[config.mk]
export PLATFORM = sky130hd
export DESIGN_NAME = spi_slave_port
export DESIGN_NICKNAME = d
export VERILOG_FILES = /design/src/spi_slave_pkg.sv /design/src/spi_sync.sv /design/src/spi_shifter.sv /design/src/spi_slave_port.sv
export SDC_FILE = /design/constraint.sdc
export NUM_CORES = 1
export LEC_CHECK = 0
export CAP_MARGIN = 20
export CORE_UTILIZATION = 55
export DETAILED_ROUTE_END_ITERATION = 12
export DONT_BUFFER_PORTS = 1
export PLACE_DENSITY = 0.73
export SYNTH_ARGS = -nofsm -noshare
export SYNTH_HDL_FRONTEND = slang
export SYNTH_HIERARCHICAL = 1
export SYNTH_SLANG_ARGS = --single-unit
[constraint.sdc]
create_clock -name CLK_SYS_I -period 2.8 [get_ports CLK_SYS_I]
set_input_delay 0.28 -clock CLK_SYS_I [delete_from_list [all_inputs] [get_ports CLK_SYS_I]]
set_output_delay 0.28 -clock CLK_SYS_I [all_outputs]
set_load 0.1 [all_outputs]
[src/spi_slave_pkg.sv]
// shared constants and types for the spi slave serial port
package spi_slave_pkg;

  // register byte offsets on the axi4-lite bus
  localparam logic [7:0] OFS_STATUS  = 8'h00;
  localparam logic [7:0] OFS_CONTROL = 8'h04;
  localparam logic [7:0] OFS_BUFFER  = 8'h08;
  localparam logic [7:0] OFS_IRQ_ST  = 8'h0c;
  localparam logic [7:0] OFS_IRQ_MSK = 8'h10;

  // status register fields
  localparam int STAT_SMP_BIT = 7;
  localparam int STAT_CKE_BIT = 6;
  localparam int STAT_BF_BIT  = 0;
  localparam logic [7:0] STATUS_RESET = 8'h00;

  // control register fields
  localparam int CTL_WRITE_COLLISION_FLAG_BIT = 7;
  localparam int CTL_OV_BIT   = 6;
  localparam int CTL_EN_BIT   = 5;
  localparam int CTL_CKP_BIT  = 4;
  localparam int CTL_SEL_BIT  = 8;
  localparam logic [3:0] MODE_SLAVE_SS   = 4'h4;
  localparam logic [3:0] MODE_SLAVE_NOSS = 4'h5;

  // interrupt bits: 0 byte done, 1 collision, 2 overflow
  localparam int IRQ_W = 3;

  localparam int BYTE_W = 8;
  localparam logic [2:0] LAST_BIT = 3'h7;

  localparam logic [1:0] RESP_OKAY   = 2'h0;
  localparam logic [1:0] RESP_SLVERR = 2'h2;

  // pins after synchronisation
  typedef struct packed {
    logic sck;
    logic sdi;
    logic ss_a_n;
    logic ss_b_n;
  } spi_pins_t;

  // configuration handed to the shifter
  typedef struct packed {
    logic       enable;
    logic       use_ss;
    logic       sel_b;
    logic       clock_idle_polarity;
    logic       cke;
  } spi_cfg_t;

endpackage

[src/spi_sync.sv]
// two-flop synchroniser for the spi pins
`timescale 1ns/10ps
module spi_sync (
  // clock and reset
  input  wire logic                    clk_i,
  input  wire logic                    rst_n_i,
  // pins
  input  wire spi_slave_pkg::spi_pins_t pins_i,
  output      spi_slave_pkg::spi_pins_t pins_o
);
  import spi_slave_pkg::*;

  spi_pins_t meta_q;
  spi_pins_t sync_q;
  spi_pins_t meta_d;
  spi_pins_t sync_d;

  always_comb begin
    meta_d = pins_i;
    sync_d = meta_q;
  end

  always_ff @(posedge clk_i or negedge rst_n_i) begin
    if (!rst_n_i) begin
      meta_q <= '{sck: 1'b0, sdi: 1'b0, ss_a_n: 1'b1, ss_b_n: 1'b1};
      sync_q <= '{sck: 1'b0, sdi: 1'b0, ss_a_n: 1'b1, ss_b_n: 1'b1};
    end else begin
      meta_q <= meta_d;
      sync_q <= sync_d;
    end
  end

  assign pins_o = sync_q;
endmodule

[src/spi_shifter.sv]
// bit shifter driven by the sampled external shift clock
`timescale 1ns/10ps
module spi_shifter (
  // clock and reset
  input  wire logic                    clk_i,
  input  wire logic                    rst_n_i,
  // pins and setup
  input  wire spi_slave_pkg::spi_pins_t pins_i,
  input  wire spi_slave_pkg::spi_cfg_t  cfg_i,
  input  wire logic                    halt_i,
  input  wire logic [7:0]              tx_byte_i,
  // results
  output      logic [7:0]              rx_byte_o,
  output      logic                    done_o,
  output      logic                    busy_o,
  output      logic                    sdo_o,
  output      logic                    sdo_oe_o
);
  import spi_slave_pkg::*;

  logic       sck_q, sck_d;
  logic [7:0] sr_q, sr_d;
  logic [2:0] cnt_q, cnt_d;
  logic       busy_q, busy_d;
  logic       done_q, done_d;
  logic       sdo_q, sdo_d;
  logic       sel_n, active, lead, trail, sck_rise, sck_fall;

  always_comb begin
    sel_n    = cfg_i.sel_b ? pins_i.ss_b_n : pins_i.ss_a_n;
    active   = cfg_i.enable && !halt_i && !(cfg_i.use_ss && sel_n);
    sck_rise = pins_i.sck && !sck_q;
    sck_fall = !pins_i.sck && sck_q;
    // output changes on the edge opposite the one where it is stable
    lead  = (cfg_i.cke ^ cfg_i.clock_idle_polarity) ? sck_fall : sck_rise;
    trail = (cfg_i.cke ^ cfg_i.clock_idle_polarity) ? sck_rise : sck_fall;
    sck_d  = pins_i.sck;
    sr_d   = sr_q;
    cnt_d  = cnt_q;
    busy_d = busy_q;
    done_d = 1'b0;
    sdo_d  = sdo_q;
    if (!active) begin
      cnt_d  = 3'h0;
      busy_d = 1'b0;
      sr_d   = tx_byte_i;
      sdo_d  = tx_byte_i[BYTE_W-1];
    end else if (trail) begin
      sr_d   = {sr_q[BYTE_W-2:0], pins_i.sdi};
      busy_d = 1'b1;
      cnt_d  = cnt_q + 3'h1;
      if (cnt_q == LAST_BIT) begin
        done_d = 1'b1;
        busy_d = 1'b0;
      end
    end else if (lead && busy_q) begin
      sdo_d = sr_q[BYTE_W-1];
    end else if (!busy_q && cnt_q == 3'h0) begin
      sr_d  = tx_byte_i;
      sdo_d = tx_byte_i[BYTE_W-1];
    end
  end

  always_ff @(posedge clk_i or negedge rst_n_i) begin
    if (!rst_n_i) begin
      sck_q  <= 1'b0;
      sr_q   <= 8'h00;
      cnt_q  <= 3'h0;
      busy_q <= 1'b0;
      done_q <= 1'b0;
      sdo_q  <= 1'b0;
    end else begin
      sck_q  <= sck_d;
      sr_q   <= sr_d;
      cnt_q  <= cnt_d;
      busy_q <= busy_d;
      done_q <= done_d;
      sdo_q  <= sdo_d;
    end
  end

  assign rx_byte_o = sr_q;
  assign done_o    = done_q;
  assign busy_o    = busy_q || (cnt_q != 3'h0);
  assign sdo_o     = sdo_q;
  assign sdo_oe_o  = active;
endmodule

[src/spi_slave_port.sv]
// What this block does
// - shift only on external shift-clock pulses
// - shift data most significant bit first
// - after eight bits: buffer, full, irq
// - buffer write while shifting: drop, collision
// - reading buffer clears buffer-full flag
// - byte while full: overflow, stop link
// - every transfer sends and receives together
// - port idle until enable bit set
// - slave mode hands pins to port
// - optional low select from two pins
`timescale 1ns/10ps
module spi_slave_port (
  // clock and reset
  input  wire logic        CLK_SYS_I,
  input  wire logic        RSTN_I,
  // axi4-lite write
  input  wire logic [7:0]  AWADDR_I,
  input  wire logic        AWVALID_I,
  output      logic        AWREADY_O,
  input  wire logic [31:0] WDATA_I,
  input  wire logic [3:0]  WSTRB_I,
  input  wire logic        WVALID_I,
  output      logic        WREADY_O,
  output      logic [1:0]  BRESP_O,
  output      logic        BVALID_O,
  input  wire logic        BREADY_I,
  // axi4-lite read
  input  wire logic [7:0]  ARADDR_I,
  input  wire logic        ARVALID_I,
  output      logic        ARREADY_O,
  output      logic [31:0] RDATA_O,
  output      logic [1:0]  RRESP_O,
  output      logic        RVALID_O,
  input  wire logic        RREADY_I,
  // spi pins
  input  wire logic        SCK_I,
  input  wire logic        SDI_I,
  input  wire logic        SS_A_N_I,
  input  wire logic        SS_B_N_I,
  output      logic        SDO_O,
  output      logic        SDO_OE_O,
  // interrupt
  output      logic        IRQ_O
);
  import spi_slave_pkg::*;

  ////////////////////////////////////////////////////////////////////
  // pins and shifter

  spi_pins_t  pins_raw, pins_s;
  spi_cfg_t   cfg;
  logic [7:0] rx_byte;
  logic       done, busy, sdo, sdo_oe;

  assign pins_raw = '{sck: SCK_I, sdi: SDI_I, ss_a_n: SS_A_N_I, ss_b_n: SS_B_N_I};

  spi_sync u_sync (
    .clk_i   (CLK_SYS_I),
    .rst_n_i (RSTN_I),
    .pins_i  (pins_raw),
    .pins_o  (pins_s)
  );

  ////////////////////////////////////////////////////////////////////
  // registers

  logic [7:0]       stat_q, stat_d;
  logic [8:0]       ctl_q, ctl_d;
  logic [7:0]       buf_q, buf_d;
  logic [IRQ_W-1:0] ist_q, ist_d, msk_q, msk_d;
  logic             slave_mode;

  always_comb begin
    slave_mode = (ctl_q[3:0] == MODE_SLAVE_SS) || (ctl_q[3:0] == MODE_SLAVE_NOSS);
    cfg.enable = ctl_q[CTL_EN_BIT] && slave_mode;
    cfg.use_ss = (ctl_q[3:0] == MODE_SLAVE_SS);
    cfg.sel_b  = ctl_q[CTL_SEL_BIT];
    cfg.clock_idle_polarity    = ctl_q[CTL_CKP_BIT];
    cfg.cke    = stat_q[STAT_CKE_BIT];
  end

  spi_shifter u_shift (
    .clk_i     (CLK_SYS_I),
    .rst_n_i   (RSTN_I),
    .pins_i    (pins_s),
    .cfg_i     (cfg),
    .halt_i    (ctl_q[CTL_OV_BIT]),
    .tx_byte_i (buf_q),
    .rx_byte_o (rx_byte),
    .done_o    (done),
    .busy_o    (busy),
    .sdo_o     (sdo),
    .sdo_oe_o  (sdo_oe)
  );

  ////////////////////////////////////////////////////////////////////
  // axi4-lite slave

  logic        aw_q, aw_d, w_q, w_d, b_q, b_d, r_q, r_d;
  logic [7:0]  awa_q, awa_d;
  logic [31:0] wd_q, wd_d, rd_q, rd_d;
  logic [1:0]  br_q, br_d, rr_q, rr_d;
  logic        wr_go, rd_go, wr_lo;
  logic        out_q, out_d, oe_q, oe_d, irq_q, irq_d;
  logic        awr_q, awr_d, wrd_q, wrd_d, arr_q, arr_d;

  always_comb begin
    aw_d  = aw_q;
    w_d   = w_q;
    awa_d = awa_q;
    wd_d  = wd_q;
    b_d   = b_q && !BREADY_I;
    br_d  = br_q;
    r_d   = r_q && !RREADY_I;
    rr_d  = rr_q;
    rd_d  = rd_q;
    if (AWVALID_I && !aw_q && !b_q) begin
      aw_d  = 1'b1;
      awa_d = AWADDR_I;
    end
    if (WVALID_I && !w_q && !b_q) begin
      w_d  = 1'b1;
      wd_d = WDATA_I;
    end
    wr_go = aw_q && w_q && !b_q;
    wr_lo = wr_go && WSTRB_I[0];
    if (wr_go) begin
      aw_d = 1'b0;
      w_d  = 1'b0;
      b_d  = 1'b1;
      br_d = (awa_q <= OFS_IRQ_MSK && awa_q[1:0] == 2'h0) ? RESP_OKAY : RESP_SLVERR;
    end
    rd_go = ARVALID_I && !r_q;
    if (rd_go) begin
      r_d  = 1'b1;
      rr_d = RESP_OKAY;
      case (ARADDR_I)
        OFS_STATUS:  rd_d = {24'h0, stat_q};
        OFS_CONTROL: rd_d = {23'h0, ctl_q};
        OFS_BUFFER:  rd_d = {24'h0, buf_q};
        OFS_IRQ_ST:  rd_d = {29'h0, ist_q};
        OFS_IRQ_MSK: rd_d = {29'h0, msk_q};
        default: begin
          rd_d = 32'h0;
          rr_d = RESP_SLVERR;
        end
      endcase
    end
    // readies come from next state so the pins stand straight off flops
    awr_d = !aw_d && !b_d;
    wrd_d = !w_d && !b_d;
    arr_d = !r_d;
  end

  ////////////////////////////////////////////////////////////////////
  // register behaviour

  always_comb begin
    stat_d = stat_q;
    ctl_d  = ctl_q;
    buf_d  = buf_q;
    ist_d  = ist_q;
    msk_d  = msk_q;
    if (wr_lo) begin
      case (awa_q)
        OFS_STATUS: begin
          stat_d[STAT_SMP_BIT] = wd_q[STAT_SMP_BIT];
          stat_d[STAT_CKE_BIT] = wd_q[STAT_CKE_BIT];
        end
        OFS_CONTROL: ctl_d = {wd_q[8], wd_q[7:0]};
        OFS_BUFFER: begin
          if (busy || done) ctl_d[CTL_WRITE_COLLISION_FLAG_BIT] = 1'b1;
          else buf_d = wd_q[7:0];
        end
        OFS_IRQ_ST:  ist_d = ist_q & ~wd_q[IRQ_W-1:0];
        OFS_IRQ_MSK: msk_d = wd_q[IRQ_W-1:0];
        default: ;
      endcase
    end
    if (rd_go && ARADDR_I == OFS_BUFFER) stat_d[STAT_BF_BIT] = 1'b0;
    if (wr_lo && awa_q == OFS_BUFFER && (busy || done)) ist_d[1] = 1'b1;
    if (done) begin
      if (stat_q[STAT_BF_BIT]) begin
        ctl_d[CTL_OV_BIT] = 1'b1;
        ist_d[2] = 1'b1;
      end else begin
        buf_d = rx_byte;
        stat_d[STAT_BF_BIT] = 1'b1;
      end
      ist_d[0] = 1'b1;
    end
    out_d = sdo;
    oe_d  = sdo_oe;
    irq_d = |(ist_d & msk_d);
  end

  always_ff @(posedge CLK_SYS_I or negedge RSTN_I) begin
    if (!RSTN_I) begin
      stat_q <= STATUS_RESET;
      ctl_q  <= 9'h000;
      buf_q  <= 8'h00;
      ist_q  <= 3'h0;
      msk_q  <= 3'h0;
      aw_q   <= 1'b0;
      w_q    <= 1'b0;
      b_q    <= 1'b0;
      r_q    <= 1'b0;
      awa_q  <= 8'h00;
      wd_q   <= 32'h0;
      rd_q   <= 32'h0;
      br_q   <= 2'h0;
      rr_q   <= 2'h0;
      out_q  <= 1'b0;
      oe_q   <= 1'b0;
      irq_q  <= 1'b0;
      awr_q  <= 1'b1;
      wrd_q  <= 1'b1;
      arr_q  <= 1'b1;
    end else begin
      stat_q <= stat_d;
      ctl_q  <= ctl_d;
      buf_q  <= buf_d;
      ist_q  <= ist_d;
      msk_q  <= msk_d;
      aw_q   <= aw_d;
      w_q    <= w_d;
      b_q    <= b_d;
      r_q    <= r_d;
      awa_q  <= awa_d;
      wd_q   <= wd_d;
      rd_q   <= rd_d;
      br_q   <= br_d;
      rr_q   <= rr_d;
      out_q  <= out_d;
      oe_q   <= oe_d;
      irq_q  <= irq_d;
      awr_q  <= awr_d;
      wrd_q  <= wrd_d;
      arr_q  <= arr_d;
    end
  end

  assign AWREADY_O = awr_q;
  assign WREADY_O  = wrd_q;
  assign BVALID_O  = b_q;
  assign BRESP_O   = br_q;
  assign ARREADY_O = arr_q;
  assign RVALID_O  = r_q;
  assign RDATA_O   = rd_q;
  assign RRESP_O   = rr_q;
  assign SDO_O     = out_q;
  assign SDO_OE_O  = oe_q;
  assign IRQ_O     = irq_q;

  ////////////////////////////////////////////////////////////////////
  // checks

  chk_done_sets_full: assert property (@(posedge CLK_SYS_I) disable iff (!RSTN_I)
    done && !stat_q[STAT_BF_BIT] |=> stat_q[STAT_BF_BIT] && buf_q == $past(rx_byte))
    else $error("byte done did not fill buffer");
  chk_overflow_set: assert property (@(posedge CLK_SYS_I) disable iff (!RSTN_I)
    done && stat_q[STAT_BF_BIT] |=> ctl_q[CTL_OV_BIT] && $stable(buf_q))
    else $error("overflow not flagged");
  chk_overflow_halts: assert property (@(posedge CLK_SYS_I) disable iff (!RSTN_I)
    ctl_q[CTL_OV_BIT] |=> !done && !SDO_OE_O)
    else $error("link active during overflow");
  chk_collision_drop: assert property (@(posedge CLK_SYS_I) disable iff (!RSTN_I)
    wr_lo && awa_q == OFS_BUFFER && busy && !done |=> ctl_q[CTL_WRITE_COLLISION_FLAG_BIT] && $stable(buf_q))
    else $error("collision write not dropped");
  chk_read_clears: assert property (@(posedge CLK_SYS_I) disable iff (!RSTN_I)
    rd_go && ARADDR_I == OFS_BUFFER && !done |=> !stat_q[STAT_BF_BIT])
    else $error("buffer read left full flag");
  chk_disabled_idle: assert property (@(posedge CLK_SYS_I) disable iff (!RSTN_I)
    !ctl_q[CTL_EN_BIT] [*3] |-> !SDO_OE_O && !done)
    else $error("port active while disabled");
  chk_deselect_off: assert property (@(posedge CLK_SYS_I) disable iff (!RSTN_I)
    cfg.use_ss && (cfg.sel_b ? pins_s.ss_b_n : pins_s.ss_a_n) |=> !SDO_OE_O)
    else $error("output driven while deselected");
  chk_irq_level: assert property (@(posedge CLK_SYS_I) disable iff (!RSTN_I)
    done && msk_q[0] |=> IRQ_O)
    else $error("irq missing after byte");
  chk_collision_irq: assert property (@(posedge CLK_SYS_I) disable iff (!RSTN_I)
    wr_lo && awa_q == OFS_BUFFER && (busy || done) |=> ist_q[1])
    else $error("collision not raised in irq status");
  chk_full_from_done: assert property (@(posedge CLK_SYS_I) disable iff (!RSTN_I)
    $rose(stat_q[STAT_BF_BIT]) |-> $past(done))
    else $error("buffer full set without a byte");
  chk_full_not_writable: assert property (@(posedge CLK_SYS_I) disable iff (!RSTN_I)
    wr_lo && awa_q == OFS_STATUS && !done && !(rd_go && ARADDR_I == OFS_BUFFER)
    |=> $stable(stat_q[STAT_BF_BIT]))
    else $error("buffer full changed by status write");
  chk_enable_gate: assert property (@(posedge CLK_SYS_I) disable iff (!RSTN_I)
    !cfg.enable |=> !done && !SDO_OE_O)
    else $error("port active while not enabled in slave mode");
endmodule

# Word-level counts from Yosys, hierarchy flattened
# Index checks and enable logic that the tools add are counted.
[word_totals]
mem_bits_ro = 0
in_bits = 63
reg_bits = 112
mem_count = 0
ramBits = 0
word_cells = 165
latch_bits = 0
[op_classes]
div = 0
eq_ne = 17
reduce_logical = 55
order_cmp = 1
n_addsub = 1
shifts = 0
muxes = 50
mul = 0
bitwise = 4
[op_table]
columns = ["op", "count"]
rows = [
  ["2-to-1 mux 8 bit", 9],
  ["one-hot mux 9 bit (5 select lines)", 1],
  ["== test 8 x 4 -> 1 bit (second input constant)", 4],
  ["2-to-1 mux 1 bit", 29],
  ["logical AND 1 bit", 24],
  ["2-to-1 mux 3 bit", 6],
  ["== test 8 x 3 -> 1 bit (second input constant)", 2],
  ["== test 8 x 5 -> 1 bit (second input constant)", 2],
  ["logical NOT 8 bit", 2],
  ["logical NOT 1 bit", 15],
  ["2-to-1 mux 7 bit", 2],
  ["== test 4 x 3 -> 1 bit (second input constant)", 2],
  ["less-or-equal comparator 8 x 5 -> 1 bit (second input constant)", 1],
  ["AND reduction 2 bit", 4],
  ["bitwise AND 3 bit", 2],
  ["!= test 3 x 1 -> 1 bit (second input constant)", 2],
  ["OR reduction 5 bit", 1],
  ["2-to-1 mux 2 bit", 2],
  ["!= test 2 bit (second input constant)", 2],
  ["adder 3 x 1 -> 3 bit (second input constant)", 1],
  ["== test 3 bit (second input constant)", 1],
  ["logical NOT 3 bit", 1],
  ["logical OR 1 bit", 3],
  ["!= test 3 x 2 -> 1 bit (second input constant)", 1],
  ["9 further kinds", 9],
]

# Depth between registers and ports, before layout
[depth]
depth_word = 8
mapped_depth = 9
mapped_depth_nobuf = 7

# Hierarchy
# Netlist, hierarchy kept.
[by_module_without_submodules]
columns = ["module", "n_inst", "area_each_um2", "cells_each"]
rows = [
  ["spi_slave_port", 1, 3088.0, 265],
  ["spi_shifter", 1, 908.4, 78],
  ["spi_sync", 1, 205.2, 8],
]

# Least setup slack after synthesis
# Ideal clock, no wire load.
[synth_path]
path_type = "register to register"
startpoint = "register b_q (netlist: BVALID_O)"
endpoint = "register irq_q (netlist: IRQ_O)"
required_ps = 2674
path_slack_ps = 411
path_stages_with_launch = 7
n_path_buf = 1
setup_time_ps = 126
arrival_ps = 2263
path_cell_list = "dfrtp_1 clkbuf_1 and4b_1 nand4_2 mux2_4 and2_0 a221o_1"
[synth_via]
word_cells_on_any_way = 13
classes_between = "mux: 6; bitwise: 1; reduce/logical: 6"
[synth_rtl]
columns = ["item", "line_no", "rtl"]
rows = [
  ["from (decl)", "spi_slave_port.sv:100", "logic aw_q, aw_d, w_q, w_d, b_q, b_d, r_q, r_d;"],
  ["from (signal assigned)", "spi_slave_port.sv:207", "b_q <= 1'b0;"],
  ["from (signal assigned)", "spi_slave_port.sv:228", "b_q <= b_d;"],
  ["logical NOT 1 bit", "spi_slave_port.sv:126", "wr_go = aw_q && w_q && !b_q;"],
  ["logical AND 1 bit", "spi_slave_port.sv:126", ""],
  ["logical AND 1 bit", "spi_slave_port.sv:127", "wr_lo = wr_go && WSTRB_I[0];"],
  ["2-to-1 mux 3 bit", "spi_slave_port.sv:165", "if (wr_lo) begin"],
  ["named net msk_d[2]", "spi_slave_port.sv:71", "logic [IRQ_W-1:0] ist_q, ist_d, msk_q, msk_d;"],
  ["bitwise AND 3 bit", "spi_slave_port.sv:195", "irq_d = |(ist_d & msk_d);"],
  ["OR reduction 3 bit", "spi_slave_port.sv:195", ""],
  ["named net irq_d", "spi_slave_port.sv:105", "logic out_q, out_d, oe_q, oe_d, irq_q, irq_d;"],
  ["to (signal assigned)", "spi_slave_port.sv:237", "irq_q <= irq_d;"],
  ["to (decl)", "spi_slave_port.sv:105", ""],
]
# The timed path passes the listed nets, and every way through them passes these cells.
# A chain may end at the register's enable or synchronous reset.

# Worst setup path after layout
[layout_path]
startpoint = "register awa_q[7]"
endpoint = "register buf_q[6]"
[layout_via]
elab_chain_len = 5
[layout_lines]
columns = ["item", "line_no", "rtl"]
rows = [
  ["from (decl)", "spi_slave_port.sv:101", "logic [7:0] awa_q, awa_d;"],
  ["from (signal assigned)", "spi_slave_port.sv:230", "awa_q <= awa_d;"],
  ["== test 8 x 4 -> 1 bit (*)", "spi_slave_port.sv:166", "case (awa_q)"],
  ["2-to-1 mux 8 bit (*)", "spi_slave_port.sv:166", ""],
  ["2-to-1 mux 8 bit (*)", "spi_slave_port.sv:165", ""],
  ["2-to-1 mux 8 bit", "spi_slave_port.sv:184", "if (stat_q[STAT_BF_BIT]) begin"],
  ["2-to-1 mux 8 bit (*)", "spi_slave_port.sv:183", "if (done) begin"],
  ["named net buf_d[6]", "spi_slave_port.sv:70", "logic [7:0] buf_q, buf_d;"],
  ["to (signal assigned)", "spi_slave_port.sv:223", "buf_q <= buf_d;"],
  ["to (decl)", "spi_slave_port.sv:70", ""],
]
# The timed path passes the listed nets; every way through them passes the cells marked *.

==> impl_results.md <==
- Mapped Cells: 351
- Crit-path max FO: 5
- CP required: 3.04 ns
- VDD IR max: 0.650 mV
- RSZ-0062 raised after global routing: false
- Power per cell area: 826 nW/um^2
- Tightest Hold Check Type: input pin to flip-flop
- Critical path capture point type: flip-flop
- Clk slew on worst S/H paths: 0.09 ns
- Top_reg_cell synth: dfrtp_1
- Hold Path Origin: BREADY_I
- Post-Route WL: 7650 microns
- Worst EP arrival: 2.56 ns
- Synth area leader: dfrtp_1
- Core area: 7330 sq um
- Vias: 2601
- Initial antenna violation count: 0
- Number of CTS-inserted buffers: 9
- Maximum clock insertion buffer count: 2
- Number of max-cap violations: 0
- Post-synth ARST share: 1.00
- HPWL Detailed: 5330 microns
- CTS Root Cell: clkbuf_8
- Number of synthesized register bits: 87
- Antenna viol nets, final: 0
- CTS tree: built
- Critical Path Start Type: flip-flop
- Post-synthesis cell area: 4200 sq um
- Final #Nets: 426
- # resized after CTS: 0
- Initial Util: 0.573
- Slew @ Worst Pin: 0.909 ns
- Period utilisation layout: 0.826
- Kind of critical path: flip-flop to flip-flop
- Post-synth cell types: 61
- Final Max Slew Viols: 0
- Setup violators final: 0
- Clk Latency, worst-skew pair: 0.35 ns
- Post-route cell area: 4480 sq um
- Synth top area cells: dfrtp_1 48%, mux2_2 7.0%, mux2i_1 6.2%
- WL/cell: 16.5 microns
- Die area: 7990 sq um
- Via/cell ratio: 5.61
- Hold Crit Endpoint: BVALID_O$_DFF_PN0_
- Synth-to-Final Area Change: 6.67%
- Pin count of the biggest net entering global routing: 88
- F_max: 433 MHz
- EDFF count, synth: 0
- Vias in the first global route: 2535
- Worst R2R Path Depth: 6
- Synth Area per Inst: 12.0 sq um
- Sequential area share after synthesis: 0.520
- Cells after DPL: 442
- Post-synth top area share: 0.476
- DR pass1 iterations: 4
- Num rows: 31
- Hold-critical path depth: 1
- DRC violations left: 0
- Max-slew headroom: 0.394
- DR iter-0 viols: 127
- Yosys warnings: 6
- Post-Place Cell Area: 4190 sq um
- GRT Total Usage: 0.214
- PortBufs: 0
- Post-route insts no fill: 464
- CTS Sinks: 87
- GRT overflow: 0
- Layout cell share with drive strength beyond 1: 0.203
- Placer congestion estimate: 0.787
- Pleak: 2.01 nW
- Top Ports: 107
- Antenna cell count: 0
- Period minus WS final: 2.31 ns
- Chip height: 89.4 microns
- Final Hold Fails: 0
- H-tree levels: 3
- Die X-Extent: 89.4 microns
- Reg-to-reg startpoint: awa_q[7]$_DFFE_PN0P_
- Skew final: 0.00985 ns
- Outcome: finished, final reports clean
- R2r setup slk: 0.49 ns
- Global-route wire length before repair: 12600 microns
- RR Endpoint: buf_q[6]$_DFF_PN0_
- Setup TNS: 0 ns
[how the worst max path moves through the flow]
| stage | start | to |
|---|---|---|
| after floorplan | BVALID_O$_DFF_PN0_ | IRQ_O$_DFF_PN0_ |
| final | awa_q[7]$_DFFE_PN0P_ | buf_q[6]$_DFF_PN0_ |
| after global routing | u_shift/cnt_q[0]$_DFFE_PN0P_ | buf_q[4]$_DFF_PN0_ |
| after detailed placement | u_shift/cnt_q[0]$_DFFE_PN0P_ | buf_q[6]$_DFF_PN0_ |
| after CTS | u_shift/cnt_q[0]$_DFFE_PN0P_ | buf_q[6]$_DFF_PN0_ |
| after global placement | u_shift/cnt_q[0]$_DFFE_PN0P_ | buf_q[6]$_DFF_PN0_ |
[logic make-up (layout without fill, tap and decap cells)]
family | count (synthesis) | count (layout) | share of synthesized area
other cells | 1 | 25 | 0.000893
fa+ha+maj | 3 | 3 | 0.00893
buf+inv | 49 | 39 | 0.0753
simple gates | 93 | 93 | 0.138
flops | 87 | 87 | 0.520
xor+xnor | 2 | 2 | 0.00596
compound gates | 60 | 60 | 0.105
mux | 56 | 56 | 0.146
[per-layer routing]
| layer | wire length (microns) | vias to the layer above | GRT usage |
|---|---|---|---|
| met4 | 138 | 0 | 0.0967 |
| met1 | 3600 | 1290 | 0.302 |
| met3 | 428 | 11 | 0.0536 |
| li1 | - | 1209 | - |
| met2 | 3480 | 91 | 0.313 |
| met5 | 0 | - | 0 |
[worst max-delay path, stage by stage, from the launching register on]
cell and delay [ns]:
dfrtp_1 0.40, or3_4 0.43, nor4_4 0.35, nor4b_4 0.48, buf_4 0.24, mux2i_1 0.22
o21ai_1 0.08
[Yosys cell counts, types with 3 or more instances]
library cell	count
dfrtp_1	80
dfstp_2	7
nand2b_1	3
nand3_1	4
buf_6	3
and2b_1	4
a21o_1	5
a22o_1	8
mux2i_1	26
o2bb2ai_2	3
nor3_1	5
nor2_1	15
buf_4	25
mux2_2	26
o21ai_0	9
inv_1	9
clkbuf_1	10
nor2b_1	15
o22ai_1	3
o2bb2ai_1	5
o21a_1	3
nand2_1	26
o21ai_1	8
ha_1	3
a21oi_1	5
[sequential cells by signal, summed over array words and instances (netlist names), 3 cells and up]
signal             cells
RDATA_O                9
ctl_q                  9
wd_q                   9
awa_q                  8
buf_q                  8
u_shift/rx_byte_o      8
u_sync/meta_q          4
u_sync/pins_o          4
ist_q                  3
msk_q                  3
stat_q                 3
u_shift/cnt_q          3
[where the power goes]
part | leakage [nW] | internal [mW] | switching [mW]
Combinational | 0.881 | 0.334 | 0.466
Clock | 0.107 | 0.469 | 0.455
Sequential | 1.02 | 1.50 | 0.474
Total | 2.01 | 2.31 | 1.40
[timing repair]
action,CTS,global route
setup buffers,0,0
setup endpoints to repair,0,0
hold buffers,6,0
endpoints found under the hold margin,91,0
[layout by cell type (no fill, tap or decap), types with 7 or more instances in the layout]
master,synthesis,final
dfrtp_1,80,80
a22o_1,8,8
o21ai_1,8,8
nand2_1,26,26
inv_1,9,9
nor2_1,15,15
nor2b_1,15,15
clkbuf_8,0,11
o21ai_0,9,9
mux2i_1,26,26
dfstp_2,7,7
buf_4,25,7
mux2_2,26,26
conb_1,1,25
[layout make-up]
cell class                      count  area [sq um]
Clock buffer                       11           151
Inverter                           10          37.5
Tap cell                           99           124
Clock inverter                      5          63.8
Sequential cell                    87          2190
Multi-Input combinational cell    239          1790
Fill cell                         600          2850
Timing Repair Buffer               13           130
[metrics by stage]
stage	total power, mW	hold WS, ns	utilization	worst slack, ns
2_1_floorplan	2.65	-0.0156	-	0.411
3_3_place_gp	2.74	-0.0136	0.571	0.537
3_5_place_dp	2.77	-0.0128	0.571	0.466
4_1_cts	3.73	0.00850	0.611	0.458
5_1_grt	3.89	0.0136	0.611	0.353
6_report	3.70	0.0267	0.611	0.488
No activity file was read; power rests on OpenSTA's default activity.
